<file path="src/cmb_pkg.sv">
// Purpose: Shared constants and types for the move, branch and system instruction unit.
// Assumes: 16-bit words, 8-bit code segments, 10-bit data page pointers.
// Notes: Operation codes are internal class codes handed over by the decoder.
package cmb_pkg;
  // Instruction classes as presented by the decoder.
  localparam logic [4:0] OP_MOVE = 5'h00;
  localparam logic [4:0] OP_MOVE_SX = 5'h01;
  localparam logic [4:0] OP_MOVE_ZX = 5'h02;
  localparam logic [4:0] OP_JUMP_ABS = 5'h03;
  localparam logic [4:0] OP_JUMP_IND = 5'h04;
  localparam logic [4:0] OP_JUMP_REL = 5'h05;
  localparam logic [4:0] OP_JUMP_SEG = 5'h06;
  localparam logic [4:0] OP_BRANCH_SET = 5'h07;
  localparam logic [4:0] OP_BRANCH_CLR = 5'h08;
  localparam logic [4:0] OP_BRANCH_CLEAR_BIT = 5'h09;
  localparam logic [4:0] OP_BRANCH_SET_BIT = 5'h0a;
  localparam logic [4:0] OP_CALL_ABS = 5'h0b;
  localparam logic [4:0] OP_CALL_IND = 5'h0c;
  localparam logic [4:0] OP_CALL_REL = 5'h0d;
  localparam logic [4:0] OP_CALL_SEG = 5'h0e;
  localparam logic [4:0] OP_PUSH_CALL = 5'h0f;
  localparam logic [4:0] OP_TRAP = 5'h10;
  localparam logic [4:0] OP_PUSH = 5'h11;
  localparam logic [4:0] OP_POP = 5'h12;
  localparam logic [4:0] OP_CTX_SWITCH = 5'h13;
  localparam logic [4:0] OP_RETURN_NEAR = 5'h14;
  localparam logic [4:0] OP_RETURN_FAR = 5'h15;
  localparam logic [4:0] OP_RETURN_RESTORE = 5'h16;
  localparam logic [4:0] OP_RETURN_INT = 5'h17;
  localparam logic [4:0] OP_IDLE = 5'h18;
  localparam logic [4:0] OP_POWER_DOWN = 5'h19;
  localparam logic [4:0] OP_END_INIT = 5'h1a;
  localparam logic [4:0] OP_EXT_PAGE = 5'h1b;
  localparam logic [4:0] OP_EXT_SEG = 5'h1c;
  localparam logic [4:0] OP_NOP = 5'h1d;

  // Instruction lengths in bytes.
  localparam logic [2:0] LEN_SHORT = 3'h2;
  localparam logic [2:0] LEN_LONG = 3'h4;

  // Stack geometry and reset values.
  localparam int STACK_DEPTH = 16;
  localparam logic [3:0] SP_RESET = 4'h0;
  localparam logic [15:0] PC_RESET = 16'h0000;
  localparam logic [7:0] SEG_RESET = 8'h00;

  // Trap numbers land on vectors four bytes apart in segment zero.
  localparam logic [6:0] ILLEGAL_TRAP_NUM = 7'h04;
  localparam logic [7:0] TRAP_SEG = 8'h00;

  // Short register addresses are word indices into these bases.
  localparam logic [23:0] SFR_BASE = 24'h00fe00;
  localparam logic [23:0] ESFR_BASE = 24'h00f000;

  // States of the sequencer, one-hot.
  typedef enum logic [3:0] {
    S_EXEC = 4'h1,
    S_PUSH2 = 4'h2,
    S_POP2 = 4'h4,
    S_HALT = 4'h8
  } cmb_state_e;
endpackage

</file>
<file path="src/cmb_exec_unit.sv">
// Purpose: Executes moves, branches, inter_segment_call, returns, traps, stack, system and prefix ops.
// Assumes: The decoder supplies operands, condition result and bit value with the request.
// Notes: Holds the program counter, code segment, system stack and sequence prefix state.
`timescale 1ns/100ps
module cmb_exec_unit
  import cmb_pkg::*;
(
  // Clock and reset
  input wire logic clk_sys,
  input wire logic resetn,
  // Instruction request
  input wire logic instValid,
  input wire logic [4:0] instOp,
  input wire logic [2:0] instLen,
  input wire logic instByte,
  input wire logic instCond,
  input wire logic instBit,
  input wire logic instExtReg,
  input wire logic [15:0] srcData,
  input wire logic [15:0] regData,
  input wire logic [15:0] tgtAddr,
  input wire logic [7:0] tgtSeg,
  input wire logic [6:0] trapNum,
  input wire logic [1:0] prefixSpan,
  input wire logic [9:0] prefixValue,
  output logic instReady,
  // Data addressing
  input wire logic sfrShortMode,
  input wire logic [7:0] sfrShortAddr,
  input wire logic [15:0] dataOffset,
  input wire logic [9:0] dppPage,
  output logic [23:0] dataAddrQ,
  // Results
  output logic [15:0] pcQ,
  output logic [7:0] segQ,
  output logic wbValidQ,
  output logic wbByteQ,
  output logic [15:0] wbDataQ,
  output logic bitWrValidQ,
  output logic bitWrValueQ,
  output logic illegalTrapQ,
  // System control
  input wire logic wakeReq,
  input wire logic nmiPinN,
  output logic idleQ,
  output logic powerDownQ,
  output logic rstOutPinNQ,
  output logic extActiveQ
);

  // ******************************************************************
  // Declarations
  // ******************************************************************
  cmb_state_e stateQ, stateD;
  logic [15:0] stackMem [STACK_DEPTH];
  logic [3:0] spQ, spD;
  logic [15:0] pcD, pendWordQ, pendWordD, retPc, popWord;
  logic [7:0] segD;
  logic popToSegQ, popToSegD, pushEn, legal, accept;
  logic [15:0] pushData, wbDataD;
  logic wbValidD, wbByteD, bitWrValidD, bitWrValueD, illegalD;
  logic nmiMetaQ, nmiSyncQ;
  logic [2:0] extCountQ;
  logic extSegQ, extRegQ;
  logic [9:0] extValueQ;

  // Accepted lengths per class; unknown classes have none.
  function automatic logic lenOk(input logic [4:0] op, input logic [2:0] len);
    unique case (op)
      OP_MOVE, OP_MOVE_SX, OP_MOVE_ZX, OP_EXT_PAGE, OP_EXT_SEG:
        lenOk = (len == LEN_SHORT) || (len == LEN_LONG);
      OP_TRAP, OP_PUSH, OP_POP, OP_RETURN_NEAR, OP_RETURN_FAR, OP_RETURN_RESTORE,
      OP_RETURN_INT, OP_NOP:
        lenOk = (len == LEN_SHORT);
      OP_JUMP_ABS, OP_JUMP_IND, OP_JUMP_REL, OP_JUMP_SEG, OP_BRANCH_SET, OP_BRANCH_CLR,
      OP_BRANCH_CLEAR_BIT, OP_BRANCH_SET_BIT, OP_CALL_ABS, OP_CALL_IND, OP_CALL_REL,
      OP_CALL_SEG, OP_PUSH_CALL, OP_CTX_SWITCH, OP_IDLE, OP_POWER_DOWN, OP_END_INIT:
        lenOk = (len == LEN_LONG);
      default:
        lenOk = 1'b0;
    endcase
  endfunction

  assign instReady = (stateQ == S_EXEC);
  assign accept = instValid && instReady;
  assign legal = lenOk(instOp, instLen);
  assign retPc = pcQ + {13'h0000, instLen};
  assign popWord = stackMem[spQ - 4'h1];

  // ******************************************************************
  // Sequencer
  // ******************************************************************
  always_comb begin
    stateD = stateQ;
    pcD = pcQ;
    segD = segQ;
    spD = spQ;
    pendWordD = pendWordQ;
    popToSegD = popToSegQ;
    pushEn = 1'b0;
    pushData = pendWordQ;
    wbValidD = 1'b0;
    wbByteD = 1'b0;
    wbDataD = wbDataQ;
    bitWrValidD = 1'b0;
    bitWrValueD = 1'b0;
    illegalD = 1'b0;
    unique case (stateQ)
      S_EXEC: begin
        if (accept && !legal) begin
          illegalD = 1'b1;
          pushEn = 1'b1;
          pushData = {8'h00, segQ};
          pendWordD = pcQ;
          segD = TRAP_SEG;
          pcD = {7'h00, ILLEGAL_TRAP_NUM, 2'b00};
          stateD = S_PUSH2;
        end else if (accept) begin
          pcD = retPc;
          unique case (instOp)
            OP_MOVE: begin
              wbValidD = 1'b1;
              wbByteD = instByte;
              wbDataD = instByte ? {8'h00, srcData[7:0]} : srcData;
            end
            OP_MOVE_SX: begin
              wbValidD = 1'b1;
              wbDataD = {{8{srcData[7]}}, srcData[7:0]};
            end
            OP_MOVE_ZX: begin
              wbValidD = 1'b1;
              wbDataD = {8'h00, srcData[7:0]};
            end
            OP_JUMP_ABS: if (instCond) pcD = tgtAddr;
            OP_JUMP_IND: if (instCond) pcD = regData;
            OP_JUMP_REL: if (instCond) pcD = retPc + tgtAddr;
            OP_JUMP_SEG: begin
              segD = tgtSeg;
              pcD = tgtAddr;
            end
            OP_BRANCH_SET: if (instBit) pcD = retPc + tgtAddr;
            OP_BRANCH_CLR: if (!instBit) pcD = retPc + tgtAddr;
            OP_BRANCH_CLEAR_BIT: if (instBit) begin
              pcD = retPc + tgtAddr;
              bitWrValidD = 1'b1;
              bitWrValueD = 1'b0;
            end
            OP_BRANCH_SET_BIT: if (!instBit) begin
              pcD = retPc + tgtAddr;
              bitWrValidD = 1'b1;
              bitWrValueD = 1'b1;
            end
            OP_CALL_ABS, OP_CALL_IND, OP_CALL_REL: if (instCond) begin
              pushEn = 1'b1;
              pushData = retPc;
              pcD = (instOp == OP_CALL_ABS) ? tgtAddr :
                    (instOp == OP_CALL_IND) ? regData : retPc + tgtAddr;
            end
            OP_CALL_SEG, OP_TRAP: begin
              pushEn = 1'b1;
              pushData = {8'h00, segQ};
              pendWordD = retPc;
              segD = (instOp == OP_TRAP) ? TRAP_SEG : tgtSeg;
              pcD = (instOp == OP_TRAP) ? {7'h00, trapNum, 2'b00} : tgtAddr;
              stateD = S_PUSH2;
            end
            OP_PUSH_CALL: begin
              pushEn = 1'b1;
              pushData = regData;
              pendWordD = retPc;
              pcD = tgtAddr;
              stateD = S_PUSH2;
            end
            OP_PUSH: begin
              pushEn = 1'b1;
              pushData = regData;
            end
            OP_POP: begin
              spD = spQ - 4'h1;
              wbValidD = 1'b1;
              wbDataD = popWord;
            end
            OP_CTX_SWITCH: begin
              pushEn = 1'b1;
              pushData = regData;
              wbValidD = 1'b1;
              wbDataD = srcData;
            end
            OP_RETURN_NEAR, OP_RETURN_FAR, OP_RETURN_RESTORE, OP_RETURN_INT: begin
              spD = spQ - 4'h1;
              pcD = popWord;
              popToSegD = (instOp != OP_RETURN_RESTORE);
              if (instOp != OP_RETURN_NEAR) stateD = S_POP2;
            end
            OP_IDLE: stateD = S_HALT;
            OP_POWER_DOWN: if (!nmiSyncQ) stateD = S_HALT;
            default: ;
          endcase
        end
      end
      S_PUSH2: begin
        pushEn = 1'b1;
        stateD = S_EXEC;
      end
      S_POP2: begin
        spD = spQ - 4'h1;
        if (popToSegQ) begin
          segD = popWord[7:0];
        end else begin
          wbValidD = 1'b1;
          wbDataD = popWord;
        end
        stateD = S_EXEC;
      end
      S_HALT: if (idleQ && wakeReq) stateD = S_EXEC;
      default: stateD = S_EXEC;
    endcase
    if (pushEn) spD = spQ + 4'h1;
  end

  always_ff @(posedge clk_sys) begin
    if (!resetn) begin
      stateQ <= S_EXEC;
      pcQ <= PC_RESET;
      segQ <= SEG_RESET;
      spQ <= SP_RESET;
      pendWordQ <= 16'h0000;
      popToSegQ <= 1'b0;
      wbValidQ <= 1'b0;
      wbByteQ <= 1'b0;
      wbDataQ <= 16'h0000;
      bitWrValidQ <= 1'b0;
      bitWrValueQ <= 1'b0;
      illegalTrapQ <= 1'b0;
    end else begin
      stateQ <= stateD;
      pcQ <= pcD;
      segQ <= segD;
      spQ <= spD;
      pendWordQ <= pendWordD;
      popToSegQ <= popToSegD;
      wbValidQ <= wbValidD;
      wbByteQ <= wbByteD;
      wbDataQ <= wbDataD;
      bitWrValidQ <= bitWrValidD;
      bitWrValueQ <= bitWrValueD;
      illegalTrapQ <= illegalD;
    end
  end

  // The stack array has no reset; the pointer alone defines its content.
  always_ff @(posedge clk_sys) begin
    if (pushEn) stackMem[spQ] <= pushData;
  end

  // ******************************************************************
  // Power modes and reset output
  // ******************************************************************
  always_ff @(posedge clk_sys) begin
    if (!resetn) begin
      nmiMetaQ <= 1'b1;
      nmiSyncQ <= 1'b1;
    end else begin
      nmiMetaQ <= nmiPinN;
      nmiSyncQ <= nmiMetaQ;
    end
  end

  always_ff @(posedge clk_sys) begin
    if (!resetn) begin
      idleQ <= 1'b0;
      powerDownQ <= 1'b0;
      rstOutPinNQ <= 1'b0;
    end else begin
      if (accept && legal && instOp == OP_IDLE) idleQ <= 1'b1;
      else if (idleQ && wakeReq) idleQ <= 1'b0;
      if (accept && legal && instOp == OP_POWER_DOWN && !nmiSyncQ) powerDownQ <= 1'b1;
      if (accept && legal && instOp == OP_END_INIT) rstOutPinNQ <= 1'b1;
    end
  end

  // ******************************************************************
  // Sequence prefixes and data addressing
  // ******************************************************************
  always_ff @(posedge clk_sys) begin
    if (!resetn) begin
      extCountQ <= 3'h0;
      extSegQ <= 1'b0;
      extRegQ <= 1'b0;
      extValueQ <= 10'h000;
    end else if (accept && legal && (instOp == OP_EXT_PAGE || instOp == OP_EXT_SEG)) begin
      extCountQ <= {1'b0, prefixSpan} + 3'h1;
      extSegQ <= (instOp == OP_EXT_SEG);
      extRegQ <= instExtReg;
      extValueQ <= prefixValue;
    end else if (accept && extCountQ != 3'h0) begin
      extCountQ <= extCountQ - 3'h1;
    end
  end
  assign extActiveQ = (extCountQ != 3'h0);

  always_ff @(posedge clk_sys) begin
    if (!resetn) begin
      dataAddrQ <= 24'h000000;
    end else if (accept) begin
      if (sfrShortMode) begin
        dataAddrQ <= ((extActiveQ && extRegQ) ? ESFR_BASE : SFR_BASE)
                     + {15'h0000, sfrShortAddr, 1'b0};
      end else if (extActiveQ && extSegQ) begin
        dataAddrQ <= {extValueQ[7:0], dataOffset};
      end else if (extActiveQ) begin
        dataAddrQ <= {extValueQ, dataOffset[13:0]};
      end else begin
        dataAddrQ <= {dppPage, dataOffset[13:0]};
      end
    end
  end
endmodule

</file>
<file path="config.mk">
export PLATFORM = sky130hd
export DESIGN_NAME = cmb_exec_unit
export DESIGN_NICKNAME = d
export VERILOG_FILES = /design/src/cmb_pkg.sv /design/src/cmb_exec_unit.sv
export SDC_FILE = /design/constraint.sdc
export NUM_CORES = 1
export LEC_CHECK = 0
export BUFFER_PORTS_ARGS = -buffer_cell sky130_fd_sc_hd__buf_2
export CAP_MARGIN = 10
export CELL_PAD_IN_SITES_DETAIL_PLACEMENT = 1
export CELL_PAD_IN_SITES_GLOBAL_PLACEMENT = 2
export CORE_ASPECT_RATIO = 0.9
export CORE_MARGIN = 5
export CORE_UTILIZATION = 35
export DETAILED_ROUTE_END_ITERATION = 16
export MAX_ROUTING_LAYER = met4
export PLACE_DENSITY_LB_ADDON = 0.1
export SETUP_SLACK_MARGIN = 0.15
export SLEW_MARGIN = 20
export SYNTH_ARGS = -nofsm -noshare
export SYNTH_HDL_FRONTEND = slang
export SYNTH_SLANG_ARGS = --single-unit
</file>
<file path="constraint.sdc">
create_clock -name clk_sys -period 6.1 [get_ports clk_sys]
set_clock_uncertainty 0.2 [all_clocks]
set_input_delay 1.22 -clock clk_sys [delete_from_list [all_inputs] [get_ports clk_sys]]
set_output_delay 1.22 -clock clk_sys [all_outputs]
set_load 0.02 [all_outputs]
</file>
== Yosys cells after proc, flatten, opt, wreduce, memory -nomap -nowiden ==
Memories as Yosys holds them, arrays and structs flattened.
Index checks and enable logic that the tools add are counted.
Cells by class
  $add $sub $neg: 7
  multiply operators: 0
  div/mod/pow operators: 0
  $lt $le $gt $ge: 0
  equal/unequal tests: 51
  shifts and indexed selects: 0
  multiplexer cells: 69
  bitwise operators: 6
  reductions and logical operators: 49
Operators with widths (number)
  16-bit 2-to-1 mux: 22
  16-bit case mux with 9 select lines: 1
  16-bit case mux with 5 select lines: 1
  24-bit 2-to-1 mux: 3
  5-bit equality test (second input constant): 14
  16-bit case mux with 3 select lines: 1
  5-bit by 4-bit equality test with 1-bit output (second input constant): 8
  4-bit 2-to-1 mux: 9
  8-bit 2-to-1 mux: 4
  16-bit case mux with 2 select lines: 1
  8-bit case mux with 2 select lines: 2
  5-bit OR reduction: 6
  5-bit by 3-bit equality test with 1-bit output (second input constant): 4
  16-bit by 9-bit adder with 17-bit output: 1
  17-bit OR reduction: 1
  16-bit adder: 1
  16-bit by 3-bit adder with 16-bit output: 1
  4-bit case mux with 2 select lines: 2
  4-bit case mux with 4 select lines: 1
  1-bit 2-to-1 mux: 14
  1-bit logical AND: 12
  12-bit 2-to-1 mux: 1
  4-bit AND reduction: 3
  5-bit by 2-bit equality test with 1-bit output (second input constant): 2
  37 further kinds: 67
Word-level totals
  register bits after elaboration: 114
  latch bits: 0
  RAM bits: 256
  ROM bits: 0
  bits of input ports: 127
  output and inout port bits: 74
  word-level logic and storage cells: 205
  memories kept: 1
Memories
  stackMem: words 16, width 16, rd ports 1, clocked after Yosys merged registers in 0, wr ports 1, RTL line cmb_exec_unit.sv:55  | logic [15:0] stackMem [STACK_DEPTH];

== Logic depth before layout (Yosys ltp) ==
Gate-level depths: netlist of the first run.
  depth after elaboration: 9
  depth in mapped cells: 15
  gate-level depth less buffers: 15

== Worst setup path after synthesis of the first run ==
No wires, ideal clock.
  path kind: input to register
  from: in instLen[0]
  to: reg pcQ[13]
  setup time: 132 ps
  arrival time: 4335 ps
  data required time: 5768 ps
  setup slack: 1433 ps
  stages on the path: 15
  buffers on the path: 0
  path through: ha_1 -> fa_1 -> a21oi_1 -> nor3b_1 -> nand2_1 -> xnor2_1 -> ha_1 -> a41oi_1 -> o21ai_0 -> a22o_1 -> o41ai_1 -> xor2_1 -> a21oi_1 -> nor4_1 -> nor3_1
On the way
  cells in the longest elaborated chain, start to end: 8
  elaborated cells between the ends (all ways): 21
  those cells by class: add/sub: 2; eq/ne: 2; mux: 12; reduce/logical: 5
RTL lines
  start, declared: RTL line cmb_exec_unit.sv:14  | input wire logic [2:0] instLen,
  16-bit by 3-bit adder with 16-bit output: RTL line cmb_exec_unit.sv:87  | assign retPc = pcQ + {13'h0000, instLen};
  16-bit adder
  16-bit 2-to-1 mux: RTL line cmb_exec_unit.sv:157  | (instOp == OP_CALL_IND) ? regData : retPc + tgtAddr;
  16-bit 2-to-1 mux: RTL line cmb_exec_unit.sv:156  | pcD = (instOp == OP_CALL_ABS) ? tgtAddr :
  16-bit 2-to-1 mux: RTL line cmb_exec_unit.sv:153  | OP_CALL_ABS, OP_CALL_IND, OP_CALL_REL: if (instCond) begin
  16-bit case mux with 9 select lines: RTL line cmb_exec_unit.sv:120  | unique case (instOp)
  16-bit 2-to-1 mux: RTL line cmb_exec_unit.sv:118  | end else if (accept) begin
  16-bit 2-to-1 mux: RTL line cmb_exec_unit.sv:110  | if (accept && !legal) begin
  end signal, assigned: RTL line cmb_exec_unit.sv:237  | pcQ <= pcD;
  end, declared: RTL line cmb_exec_unit.sv:34  | output logic [15:0] pcQ,
Parallel ways exist; a longest one is shown, timed or not. The select of a mux whose other input is x is not followed.
A chain may end at the register's enable or synchronous reset.

== Worst setup path in the final report of the first run ==
Same ends and word-level chain as after synthesis.

==> impl_metrics.env, run 1 <==
export IMPL_outcome="completed"
export IMPL_period_needed_ns=5.17
export IMPL_area_growth_synth_to_final_pct=18.3
export IMPL_crit_arrival_ns=5.38
export IMPL_synth_top_flop_cell="sky130_fd_sc_hd__edfxtp_1"
export IMPL_layout_cells_most_common_list="256 x sky130_fd_sc_hd__edfxtp_1, 200 x sky130_fd_sc_hd__buf_2, 146 x sky130_fd_sc_hd__nor2_1"
export IMPL_path_depth=17
export IMPL_hold_path_cell_count=1
export IMPL_wire_per_inst_microns=28.7
export IMPL_finalHoldViolCount=0
export IMPL_cts_repair_timing_setup_buffer_count=0
export IMPL_worst_pin_slew_ns=1.17
export IMPL_multi_input_area_sq_um=7900
export IMPL_cts_tree="done"
export IMPL_postSynthCellCount=1530
export IMPL_first_global_vias=14700
export IMPL_dieArea_sq_um=57100
export IMPL_clk_path_buf_depth=3
export IMPL_critical_path_startpoint_type="input port"
export IMPL_timing_max_slew_rel_slack_pct=21.4
export IMPL_buf_inv_stages_crit_path=2
export IMPL_clockPowerShare_pct=29.8
export IMPL_tritoncts_num_buffers=40
export IMPL_total_i_o_pin_count=201
export IMPL_clock_fmax_mhz=193
export IMPL_grt_start_max_net_pins=82
export IMPL_power_share_combinational_pct=34.0
export IMPL_place_worst_setup_slack_ns=0.427
export IMPL_critical_path_endpoint_type="flop"
export IMPL_critical_path_peak_fanout=7
export IMPL_synth_seq_cells=370
export IMPL_area_sequential_sq_um=9970
export IMPL_fin_ws_ns=0.929
export IMPL_clockRootBuffer="sky130_fd_sc_hd__clkbuf_16"
export IMPL_setup_viol=0
export IMPL_core_sq_um=51800
export IMPL_critical_path_cell_chain="buf_2, ha_1, fa_1, a21oi_1, nor3b_1, buf_4, nand2_1, xnor2_1, ha_1, a41oi_1, o21ai_0, a22o_1, o41ai_1, xor2_1, a21oi_1, nor4_1, nor3_1"
export IMPL_max_cap_viol_count=0
export IMPL_peak_per_stage_delay_on_the_critical_path_ns=0.43
export IMPL_placed_cell_area_sq_um=20300
export IMPL_drt_iter0_drc=1317
export IMPL_globalplace_congestion=0.912
export IMPL_synth_edff_count=256
export IMPL_total_placed_cells_including_tap_cells=2382
export IMPL_slew_violations=0
export IMPL_totalWireLength_microns=70600
export IMPL_grt_antenna_before_repair=4
export IMPL_slowest_stage="sky130_fd_sc_hd__o41ai_1"
export IMPL_setup_repair_after_global_routing_missed_its_margin="no"
export IMPL_finalCoreUtilization_pct=41.9
export IMPL_seq_power_share_pct=36.2
export IMPL_antenna_violating_nets_post_route=0
export IMPL_power_report_internal_total_mw=5.44
export IMPL_yosysWarnings=0
export IMPL_asyncSetResetFlopFracSynth_pct=0
export IMPL_layout_nets=1891
export IMPL_report_power_total_mw=8.48
export IMPL_timing_worst_setup_path_type="in2reg"
export IMPL_leakagePower_nw=7.74
export IMPL_period_share_pct=84.8
export IMPL_grt_first_pass_wirelength_microns=102000
export IMPL_grt_overflow_total=0
export IMPL_cts_max_level=2
export IMPL_chipHeight_microns=227
export IMPL_dr_total_vias=14300
export IMPL_placement_io_buffers=200
export IMPL_die_x_microns=251
export IMPL_synth_sequential_area_ratio_pct=54.4
export IMPL_detail_route_vias_per_cell=5.80
export IMPL_layoutNonFillerInstCount=2458
export IMPL_vdd_drop_max_mv=0.357
export IMPL_path_type_of_the_worst_min_delay_path="reg2reg"
export IMPL_cp_data_required_time_ns=6.31
export IMPL_ff2ff_path_depth=13
export IMPL_clock_sink_count=370
export IMPL_critPathTopFamily="compound AO/OA/AOI/OAI gates"
export IMPL_synthesis_nets=1685
export IMPL_post_route_cell_area_sq_um=21700
export IMPL_p_sw_mw=3.04
export IMPL_grt_total_usage_pct=24.8
export IMPL_post_synth_instance_area_sq_um=18300
export IMPL_power_density_over_the_cells_nw_per_um2=391
export IMPL_netlist_cell_type_count=88
export IMPL_hold_buffers=0
export IMPL_layout_commonest_cell="sky130_fd_sc_hd__edfxtp_1"
export IMPL_post_route_cells_drive_above_1_share_pct=26.0
export IMPL_drt_first_pass_iters=6
export IMPL_hold_slack_ns=0.234
export IMPL_num_rows=79
export IMPL_cts_resized=0
export IMPL_p_sw_share_pct=35.9
export IMPL_initial_cell_density_of_the_core_pct=35.4
export IMPL_clkSlewWorstSetupHoldPaths_ns=0.06
export IMPL_setup_tns_final_ns=0
export IMPL_filler_cell_count=5529
export IMPL_syn_mean_instance_area_sq_um=12.0
export IMPL_insertion_delay_ns=0.57
export IMPL_dp_hpwl_microns=50000
export IMPL_route_detailed_drc=0
==> cells in the mapped netlist, types with 7 or more instances <==
master                       n  area [sq um]
sky130_fd_sc_hd__nor2b_1    22           138
sky130_fd_sc_hd__buf_4       9          67.6
sky130_fd_sc_hd__a21oi_1   106           531
sky130_fd_sc_hd__nor3_1     35           175
sky130_fd_sc_hd__nor3b_1     9          67.6
sky130_fd_sc_hd__nor2_1    159           597
sky130_fd_sc_hd__inv_1      25          93.8
sky130_fd_sc_hd__buf_2      22           110
sky130_fd_sc_hd__or3_1       7          43.8
sky130_fd_sc_hd__a22oi_1    34           255
sky130_fd_sc_hd__a221o_1    11           110
sky130_fd_sc_hd__o21ai_0    90           450
sky130_fd_sc_hd__a221oi_1   24           210
sky130_fd_sc_hd__dfxtp_1   114          2280
sky130_fd_sc_hd__clkbuf_1   62           233
sky130_fd_sc_hd__a222oi_1   17           170
sky130_fd_sc_hd__ha_1       26           325
sky130_fd_sc_hd__o221ai_1    9          78.8
sky130_fd_sc_hd__o22ai_1    13          81.3
sky130_fd_sc_hd__xor2_1     14           123
sky130_fd_sc_hd__nor4_1      8          50.1
sky130_fd_sc_hd__and3_1      7          43.8
sky130_fd_sc_hd__mux2i_1    41           410
sky130_fd_sc_hd__nand2_1    99           372
sky130_fd_sc_hd__a31oi_1    11          68.8
sky130_fd_sc_hd__mux4_2     77          1730
sky130_fd_sc_hd__edfxtp_1  256          7690
sky130_fd_sc_hd__nand2b_1   13          81.3
sky130_fd_sc_hd__nand3_1    23           115
sky130_fd_sc_hd__xnor2_1    23           201
sky130_fd_sc_hd__a211oi_1   51           383
==> logic make-up (layout without fill, tap and decap cells) <==
family	after synthesis	in the layout	synth area share [%]
AO/OA/AOI/OAI	423	423	15.7
AND/OR/NAND/NOR	423	423	11.2
flip-flops	370	370	54.4
buffers and inverters	129	365	3.19
multiplexers	120	120	11.8
XOR/XNOR	37	37	1.77
adder cells (fa/ha/maj)	28	28	1.99
other	0	4	0
==> cell type report <==
| type | count | area share [%] |
|---|---|---|
| Multi-Input combinational cell | 1031 | 36.4 |
| Antenna cell | 4 | 0.0461 |
| Sequential cell | 370 | 46.0 |
| Tap cell | 688 | 3.97 |
| Timing Repair Buffer | 267 | 6.93 |
| Clock buffer | 48 | 4.90 |
| Clock inverter | 24 | 1.32 |
| Inverter | 26 | 0.450 |
==> power by group through the flow <==
stage | combinational, mW | sequential, mW | clock (mW)
2_1_floorplan | 1.66 | 3.16 | 0
3_3_place_gp | 2.91 | 3.11 | 0
3_5_place_dp | 2.92 | 3.12 | 0
4_1_cts | 2.93 | 3.07 | 2.59
5_1_grt | 3.07 | 3.08 | 2.70
6_report | 2.89 | 3.07 | 2.52
==> registers in the layout, indices dropped and copies added, names as in the netlist, 3 cells and up <==
name / flops
pcQ: 16
extValueQ: 10
pendWordQ: 16
dataAddrQ: 24
segQ: 8
stateQ: 4
spQ: 4
extCountQ: 3
stackMem: 256
wbDataQ: 16
==> metal layers <==
layer / wire [microns] / global-route usage, %
met5: 0 / -
met4: 2510 / 7.96
met3: 3410 / 3.30
met2: 33700 / 40.1
met1: 31000 / 32.9
==> path summary, 6_finish.rpt <==
path	start	endpoint	slack, ns
max reg2reg	pcQ[3]$_SDFFE_PN0P_	pcQ[13]$_SDFFE_PN0P_	1.25
min reg2reg	nmiMetaQ$_SDFF_PN1_	nmiSyncQ$_SDFF_PN1_	0.23
max	instLen[0]	pcQ[13]$_SDFFE_PN0P_	0.93
min	nmiMetaQ$_SDFF_PN1_	nmiSyncQ$_SDFF_PN1_	0.23
==> worst register-to-register path, cell delays in order, from the launching register on <==
cell                      delay [ns]
sky130_fd_sc_hd__dfxtp_1        0.60
sky130_fd_sc_hd__nand2_1        0.27
sky130_fd_sc_hd__nor4_4         0.72
sky130_fd_sc_hd__and3_1         0.30
sky130_fd_sc_hd__xor2_1         0.37
sky130_fd_sc_hd__ha_1           0.36
sky130_fd_sc_hd__a41oi_1        0.20
sky130_fd_sc_hd__o21ai_0        0.26
sky130_fd_sc_hd__a22o_1         0.33
sky130_fd_sc_hd__o41ai_1        0.43
sky130_fd_sc_hd__xor2_1         0.19
sky130_fd_sc_hd__a21oi_1        0.06
sky130_fd_sc_hd__nor4_1         0.33
sky130_fd_sc_hd__nor3_1         0.07
Power figures use the tool's default switching activity.
==> run 2: changes to the inputs <==
Clock period 6.1 ns to 5.3 ns, I/O delays scaled along.
==> impl_metrics.env, run 2 (synthesized netlist as in run 1, its figures left out) <==
export IMPL_outcome="completed"
export IMPL_leakagePower_nw=7.83
export IMPL_num_rows=79
export IMPL_clockPowerShare_pct=29.1
export IMPL_initial_cell_density_of_the_core_pct=35.4
export IMPL_critical_path_cell_chain="buf_2, ha_1, fa_1, a21oi_1, nor3b_1, nand2_1, xnor2_1, ha_1, a41oi_1, o21ai_0, a22o_1, o41ai_1, xor2_1, a21oi_1, nor4_1, nor3_1"
export IMPL_cts_resized=0
export IMPL_grt_total_usage_pct=25.3
export IMPL_p_sw_share_pct=36.4
export IMPL_buf_inv_stages_crit_path=1
export IMPL_dieArea_sq_um=57100
export IMPL_dr_total_vias=14600
export IMPL_power_report_internal_total_mw=6.18
export IMPL_critical_register_to_register_path_startpoint="pcQ[0]$_SDFFE_PN0P_"
export IMPL_post_route_cell_area_sq_um=21800
export IMPL_clock_sink_count=370
export IMPL_worst_r2r_setup_slack_ns=0.75
export IMPL_die_x_microns=251
export IMPL_place_worst_setup_slack_ns=0.104
export IMPL_power_share_combinational_pct=34.2
export IMPL_grt_first_pass_wirelength_microns=104000
export IMPL_insertion_delay_ns=0.58
export IMPL_placed_cell_area_sq_um=20500
export IMPL_detail_route_vias_per_cell=5.88
export IMPL_totalWireLength_microns=72200
export IMPL_drt_first_pass_iters=6
export IMPL_largest_register_ffs=256
export IMPL_finalHoldViolCount=0
export IMPL_route_detailed_drc=0
export IMPL_p_sw_mw=3.54
export IMPL_grt_start_max_net_pins=78
export IMPL_total_i_o_pin_count=201
export IMPL_cts_tree="done"
export IMPL_critPathTopFamily="compound AO/OA/AOI/OAI gates"
export IMPL_path_depth=16
export IMPL_clockRootBuffer="sky130_fd_sc_hd__clkbuf_16"
export IMPL_report_power_total_mw=9.72
export IMPL_worst_pin_slew_ns=1.11
export IMPL_post_route_cells_drive_above_1_share_pct=26.9
export IMPL_hold_buffers=0
export IMPL_period_needed_ns=4.77
export IMPL_tritoncts_num_buffers=40
export IMPL_critPathLaunch="instLen[0]"
export IMPL_max_cap_viol_count=0
export IMPL_wire_per_inst_microns=29.1
export IMPL_reg2reg_to="pcQ[13]$_SDFFE_PN0P_"
export IMPL_crit_arrival_ns=5.03
export IMPL_placement_io_buffers=200
export IMPL_area_growth_synth_to_final_pct=18.9
export IMPL_power_density_over_the_cells_nw_per_um2=446
export IMPL_largestRegisters="stackMem x256, dataAddrQ x24"
export IMPL_setup_repair_after_global_routing_missed_its_margin="no"
export IMPL_first_global_vias=14900
export IMPL_critPathCapture="pcQ[13]$_SDFFE_PN0P_"
export IMPL_fin_ws_ns=0.531
export IMPL_layout_commonest_cell="sky130_fd_sc_hd__edfxtp_1"
export IMPL_setup_viol=0
export IMPL_timing_max_slew_rel_slack_pct=26.0
export IMPL_drt_iter0_drc=1274
export IMPL_slew_violations=0
export IMPL_cts_max_level=2
export IMPL_critical_path_endpoint_type="flop"
export IMPL_vdd_drop_max_mv=0.318
export IMPL_dp_hpwl_microns=51800
export IMPL_antenna_cell_count=0
export IMPL_setup_tns_final_ns=0
export IMPL_layout_nets=1914
export IMPL_clk_path_buf_depth=3
export IMPL_critical_path_startpoint_type="input port"
export IMPL_period_share_pct=90.0
export IMPL_core_sq_um=51800
export IMPL_max_flop_register="stackMem"
export IMPL_path_type_of_the_worst_min_delay_path="reg2reg"
export IMPL_ff2ff_path_depth=15
export IMPL_chipHeight_microns=227
export IMPL_grt_overflow_total=0
export IMPL_clkSlewWorstSetupHoldPaths_ns=0.06
export IMPL_critical_path_peak_fanout=7
export IMPL_grt_antenna_before_repair=1
export IMPL_peak_per_stage_delay_on_the_critical_path_ns=0.49
export IMPL_clock_fmax_mhz=210
export IMPL_globalplace_congestion=0.926
export IMPL_seq_power_share_pct=36.8
export IMPL_timing_worst_setup_path_type="in2reg"
export IMPL_cp_data_required_time_ns=5.56
export IMPL_finalCoreUtilization_pct=42.1
export IMPL_layout_cells_most_common_list="256 x sky130_fd_sc_hd__edfxtp_1, 200 x sky130_fd_sc_hd__buf_2, 147 x sky130_fd_sc_hd__nor2_1"
export IMPL_antenna_violating_nets_post_route=0
export IMPL_slowest_stage="sky130_fd_sc_hd__o41ai_1"
export IMPL_cts_repair_timing_setup_buffer_count=0
==> run 2: cell type report <==
cell class	instances	area, sq um
clock buffers	53	1080
clock inverters	20	221
fillers	5543	30000
inverters	26	97.6
multi-input cells	1031	7890
flip-flops and latches	370	9970
well taps	688	861
repair buffers	290	1680
==> run 2: power by group through the flow <==
stage,Combinational (mW),Sequential [mW],Clock [mW]
finish,3.32,3.57,2.82
global route,3.51,3.60,3.04
CTS,3.36,3.58,2.89
detailed placement,3.35,3.64,0
global placement,3.33,3.62,0
floorplan,1.91,3.63,0
==> run 2: routing by layer <==
layer	GRT usage, %	up-vias	wire (microns)
met5	-	-	0
met4	7.80	0	2390
met3	3.68	127	4210
met2	40.7	478	34600
met1	33.6	7541	30900
li1	-	6427	-
==> run 2: how the worst min path moves through the flow <==
stage	start	endpoint	slack (ns)	cells after the start
5_1_grt	nmiMetaQ$_SDFF_PN1_	nmiSyncQ$_SDFF_PN1_	0.27	1
4_1_cts	nmiMetaQ$_SDFF_PN1_	nmiSyncQ$_SDFF_PN1_	0.25	1
6_report	nmiMetaQ$_SDFF_PN1_	nmiSyncQ$_SDFF_PN1_	0.24	1
3_5_place_dp	nmiMetaQ$_SDFF_PN1_	nmiSyncQ$_SDFF_PN1_	0.21	1
3_3_place_gp	nmiMetaQ$_SDFF_PN1_	nmiSyncQ$_SDFF_PN1_	0.24	1
2_1_floorplan	nmiMetaQ$_SDFF_PN1_	nmiSyncQ$_SDFF_PN1_	0.19	1
==> run 2: per-stage QoR <==
stage                     hold slack, ns  instances
after detailed placement           0.210       2405
after global placement             0.236       2405
after floorplan                    0.186       1530
after CTS                          0.247       2478
final                              0.240       2478
after global routing               0.265       2478
==> run 2: worst register-to-register path, cell delays in order (launching register included) <==
cell and delay [ns]:
sky130_fd_sc_hd__dfxtp_1 0.38, sky130_fd_sc_hd__ha_1 0.25, sky130_fd_sc_hd__fa_1 0.41, sky130_fd_sc_hd__a21oi_1 0.44
sky130_fd_sc_hd__nor3b_1 0.18, sky130_fd_sc_hd__nand2_1 0.19, sky130_fd_sc_hd__xnor2_1 0.17, sky130_fd_sc_hd__ha_1 0.34
sky130_fd_sc_hd__a41oi_1 0.20, sky130_fd_sc_hd__o21ai_0 0.19, sky130_fd_sc_hd__a22o_1 0.30, sky130_fd_sc_hd__o41ai_1 0.49
sky130_fd_sc_hd__xor2_1 0.21, sky130_fd_sc_hd__a21oi_1 0.06, sky130_fd_sc_hd__nor4_1 0.35, sky130_fd_sc_hd__nor3_1 0.08
==> run 3: changes to the inputs <==
Settings changed: ABC_AREA set to 1.
==> impl_metrics.env, run 3 <==
export IMPL_outcome="completed"
export IMPL_max_flop_register="stackMem"
export IMPL_yosysTopAreaCellShare_pct=39.8
export IMPL_synth_sequential_area_ratio_pct=51.7
export IMPL_placement_io_buffers=200
export IMPL_critical_path_endpoint_type="flop"
export IMPL_dieArea_sq_um=59900
export IMPL_filler_cell_count=6543
export IMPL_totalWireLength_microns=81500
export IMPL_cp_data_required_time_ns=5.60
export IMPL_yosysWarnings=0
export IMPL_setup_viol=0
export IMPL_die_x_microns=258
export IMPL_synth_cells_most_frequent="432 x sky130_fd_sc_hd__nand2_1, 340 x sky130_fd_sc_hd__nor2_1, 318 x sky130_fd_sc_hd__o21ai_0"
export IMPL_num_rows=81
export IMPL_cts_repair_timing_setup_buffer_count=0
export IMPL_report_power_total_mw=11.4
export IMPL_detail_route_vias_per_cell=5.56
export IMPL_chipHeight_microns=233
export IMPL_layout_commonest_cell="sky130_fd_sc_hd__nand2_1"
export IMPL_slew_violations=0
export IMPL_first_global_vias=18500
export IMPL_hold_buffers=0
export IMPL_post_synth_instance_area_sq_um=19300
export IMPL_largestRegisters="stackMem x256, dataAddrQ x24"
export IMPL_cts_resized=0
export IMPL_clock_fmax_mhz=225
export IMPL_clock_sink_count=370
export IMPL_wire_per_inst_microns=24.9
export IMPL_core_sq_um=54400
export IMPL_drt_first_pass_iters=5
export IMPL_grt_start_max_net_pins=102
export IMPL_dr_total_vias=18200
export IMPL_worst_pin_slew_ns=1.09
export IMPL_critical_path_peak_fanout=6
export IMPL_clkSlewWorstSetupHoldPaths_ns=0.06
export IMPL_post_synth_main_area_contributors="sky130_fd_sc_hd__edfxtp_1 40%, sky130_fd_sc_hd__dfxtp_1 12%, sky130_fd_sc_hd__nand2_1 8.4%, sky130_fd_sc_hd__o21ai_0 8.2%, sky130_fd_sc_hd__nor2_1 6.6%"
export IMPL_max_cap_viol_count=0
export IMPL_synth_top_flop_cell="sky130_fd_sc_hd__edfxtp_1"
export IMPL_path_type_of_the_worst_min_delay_path="reg2reg"
export IMPL_setup_tns_final_ns=0
export IMPL_postSynthCellCount=2312
export IMPL_clk_path_buf_depth=3
export IMPL_tritoncts_num_buffers=41
export IMPL_drt_iter0_drc=1514
export IMPL_layoutNonFillerInstCount=3269
export IMPL_synth_area_leader_cell="sky130_fd_sc_hd__edfxtp_1"
export IMPL_layout_cells_most_common_list="432 x sky130_fd_sc_hd__nand2_1, 327 x sky130_fd_sc_hd__nor2_1, 318 x sky130_fd_sc_hd__o21ai_0"
export IMPL_grt_first_pass_wirelength_microns=120000
export IMPL_setup_repair_after_global_routing_missed_its_margin="no"
export IMPL_cts_max_level=2
export IMPL_period_needed_ns=4.45
export IMPL_antenna_violating_nets_post_route=0
export IMPL_asyncSetResetFlopFracSynth_pct=0
export IMPL_power_density_over_the_cells_nw_per_um2=501
export IMPL_timing_max_slew_rel_slack_pct=27.1
export IMPL_period_share_pct=84.0
export IMPL_grt_overflow_total=0
export IMPL_area_growth_synth_to_final_pct=18.2
export IMPL_insertion_delay_ns=0.58
export IMPL_dp_hpwl_microns=58800
export IMPL_critical_path_startpoint_type="input port"
export IMPL_synthesis_nets=2467
export IMPL_synth_seq_cells=370
export IMPL_grt_antenna_before_repair=5
export IMPL_synth_edff_count=256
export IMPL_total_placed_cells_including_tap_cells=3196
export IMPL_fin_ws_ns=0.848
export IMPL_globalplace_congestion=0.894
export IMPL_crit_arrival_ns=4.75
export IMPL_vdd_drop_max_mv=0.346
export IMPL_syn_mean_instance_area_sq_um=8.35
export IMPL_initial_cell_density_of_the_core_pct=35.5
export IMPL_cts_tree="done"
export IMPL_total_i_o_pin_count=201
export IMPL_finalHoldViolCount=0
export IMPL_place_worst_setup_slack_ns=0.336
export IMPL_clockRootBuffer="sky130_fd_sc_hd__clkbuf_16"
export IMPL_most_instantiated_library_cell_after_synthesis="sky130_fd_sc_hd__nand2_1"
export IMPL_netlist_cell_type_count=60
export IMPL_route_detailed_drc=0
export IMPL_leakagePower_nw=9.31
export IMPL_timing_worst_setup_path_type="in2reg"
export IMPL_post_route_cells_drive_above_1_share_pct=16.6
export IMPL_grt_total_usage_pct=27.1
export IMPL_layout_nets=2689
export IMPL_largest_register_ffs=256
==> run 3: cell count changes in the layout (fill, tap and decap cells not counted), moves of 21 or more <==
| cell | change |
|---|---|
| sky130_fd_sc_hd__mux4_2 | -77 |
| sky130_fd_sc_hd__nor2b_1 | -21 |
| sky130_fd_sc_hd__mux2i_1 | -37 |
| sky130_fd_sc_hd__nor2_1 | +180 |
| sky130_fd_sc_hd__o211ai_1 | +48 |
| sky130_fd_sc_hd__nand2_1 | +333 |
| sky130_fd_sc_hd__inv_1 | +127 |
| sky130_fd_sc_hd__a211oi_1 | -45 |
| sky130_fd_sc_hd__nand3_1 | +79 |
| sky130_fd_sc_hd__a22oi_1 | -26 |
| sky130_fd_sc_hd__a21oi_1 | +44 |
| sky130_fd_sc_hd__o21ai_0 | +229 |
==> run 3: routing by layer <==
layer,track usage [%],part of all wire [%],vias up,wire [microns]
li1,-,-,8449,-
met1,38.4,46,9018,37800
met2,40.1,43,600,35400
met5,-,0,-,0
met3,5.21,7.5,107,6100
met4,7.19,2.7,0,2190
==> run 3: cell type report <==
type / instances / area (sq um) / area share, %
Timing Repair Buffer: 296 / 1730 / 7.61
Sequential cell: 370 / 9970 / 43.7
Multi-Input combinational cell: 1651 / 8240 / 36.1
Clock inverter: 17 / 160 / 0.702
Antenna cell: 2 / 5.00 / 0.0220
Inverter: 174 / 654 / 2.87
Tap cell: 705 / 882 / 3.87
Clock buffer: 54 / 1160 / 5.07
==> run 3: path summary, 6_finish.rpt <==
path / cells past startpoint / startpoint / to / slack (ns)
max: 22 / instLen[2] / pcQ[12]$_SDFFE_PN0P_ / 0.85
min: 1 / nmiMetaQ$_SDFF_PN1_ / nmiSyncQ$_SDFF_PN1_ / 0.23
max reg2reg: 21 / pcQ[1]$_SDFFE_PN0P_ / pcQ[12]$_SDFFE_PN0P_ / 1.03
min reg2reg: 1 / nmiMetaQ$_SDFF_PN1_ / nmiSyncQ$_SDFF_PN1_ / 0.23
==> run 3: per-stage QoR <==
step           area, sq um  utilization [%]  hold slack (ns)
2_1_floorplan        19300                -            0.193
3_3_place_gp         21500             39.4            0.207
3_5_place_dp         21500             39.4            0.203
4_1_cts              22800             41.9            0.235
5_1_grt              22800             41.9            0.250
6_report             22800             41.9            0.234
==> run 3: critical path, cell delays in order <==
cell and delay [ns]:
sky130_fd_sc_hd__buf_2 0.13, sky130_fd_sc_hd__ha_1 0.35, sky130_fd_sc_hd__nand2_1 0.08, sky130_fd_sc_hd__nor2_1 0.10, sky130_fd_sc_hd__nor2_1 0.12, sky130_fd_sc_hd__nor2_1 0.39
sky130_fd_sc_hd__nand3_1 0.15, sky130_fd_sc_hd__xor2_1 0.28, sky130_fd_sc_hd__inv_1 0.12, sky130_fd_sc_hd__ha_1 0.40, sky130_fd_sc_hd__nand2_1 0.11, sky130_fd_sc_hd__nor2_1 0.15
sky130_fd_sc_hd__nand4_1 0.17, sky130_fd_sc_hd__nand3_1 0.11, sky130_fd_sc_hd__nand2_1 0.09, sky130_fd_sc_hd__nand2_1 0.18, sky130_fd_sc_hd__o21ai_0 0.11, sky130_fd_sc_hd__o21ai_0 0.25
sky130_fd_sc_hd__nor2_1 0.09, sky130_fd_sc_hd__nand2_1 0.09, sky130_fd_sc_hd__nand2_1 0.07, sky130_fd_sc_hd__a21oi_1 0.12
==> run 3: where the power goes <==
group          total, mW  internal [mW]  switching, mW
Combinational       4.71           1.22           3.49
Clock               2.82           1.60           1.23
Sequential          3.88           3.68          0.202
==> run 3: cells by family (layout without fill, tap and decap cells) <==
group	Yosys count	in the layout	synth area share [%]
compound gates	640	640	18.9
mux	4	4	0.208
xor+xnor	20	20	0.947
flops	370	370	51.7
buf+inv	291	541	5.91
fa+ha+maj	28	28	1.89
other cells	0	2	0
simple gates	959	959	20.5
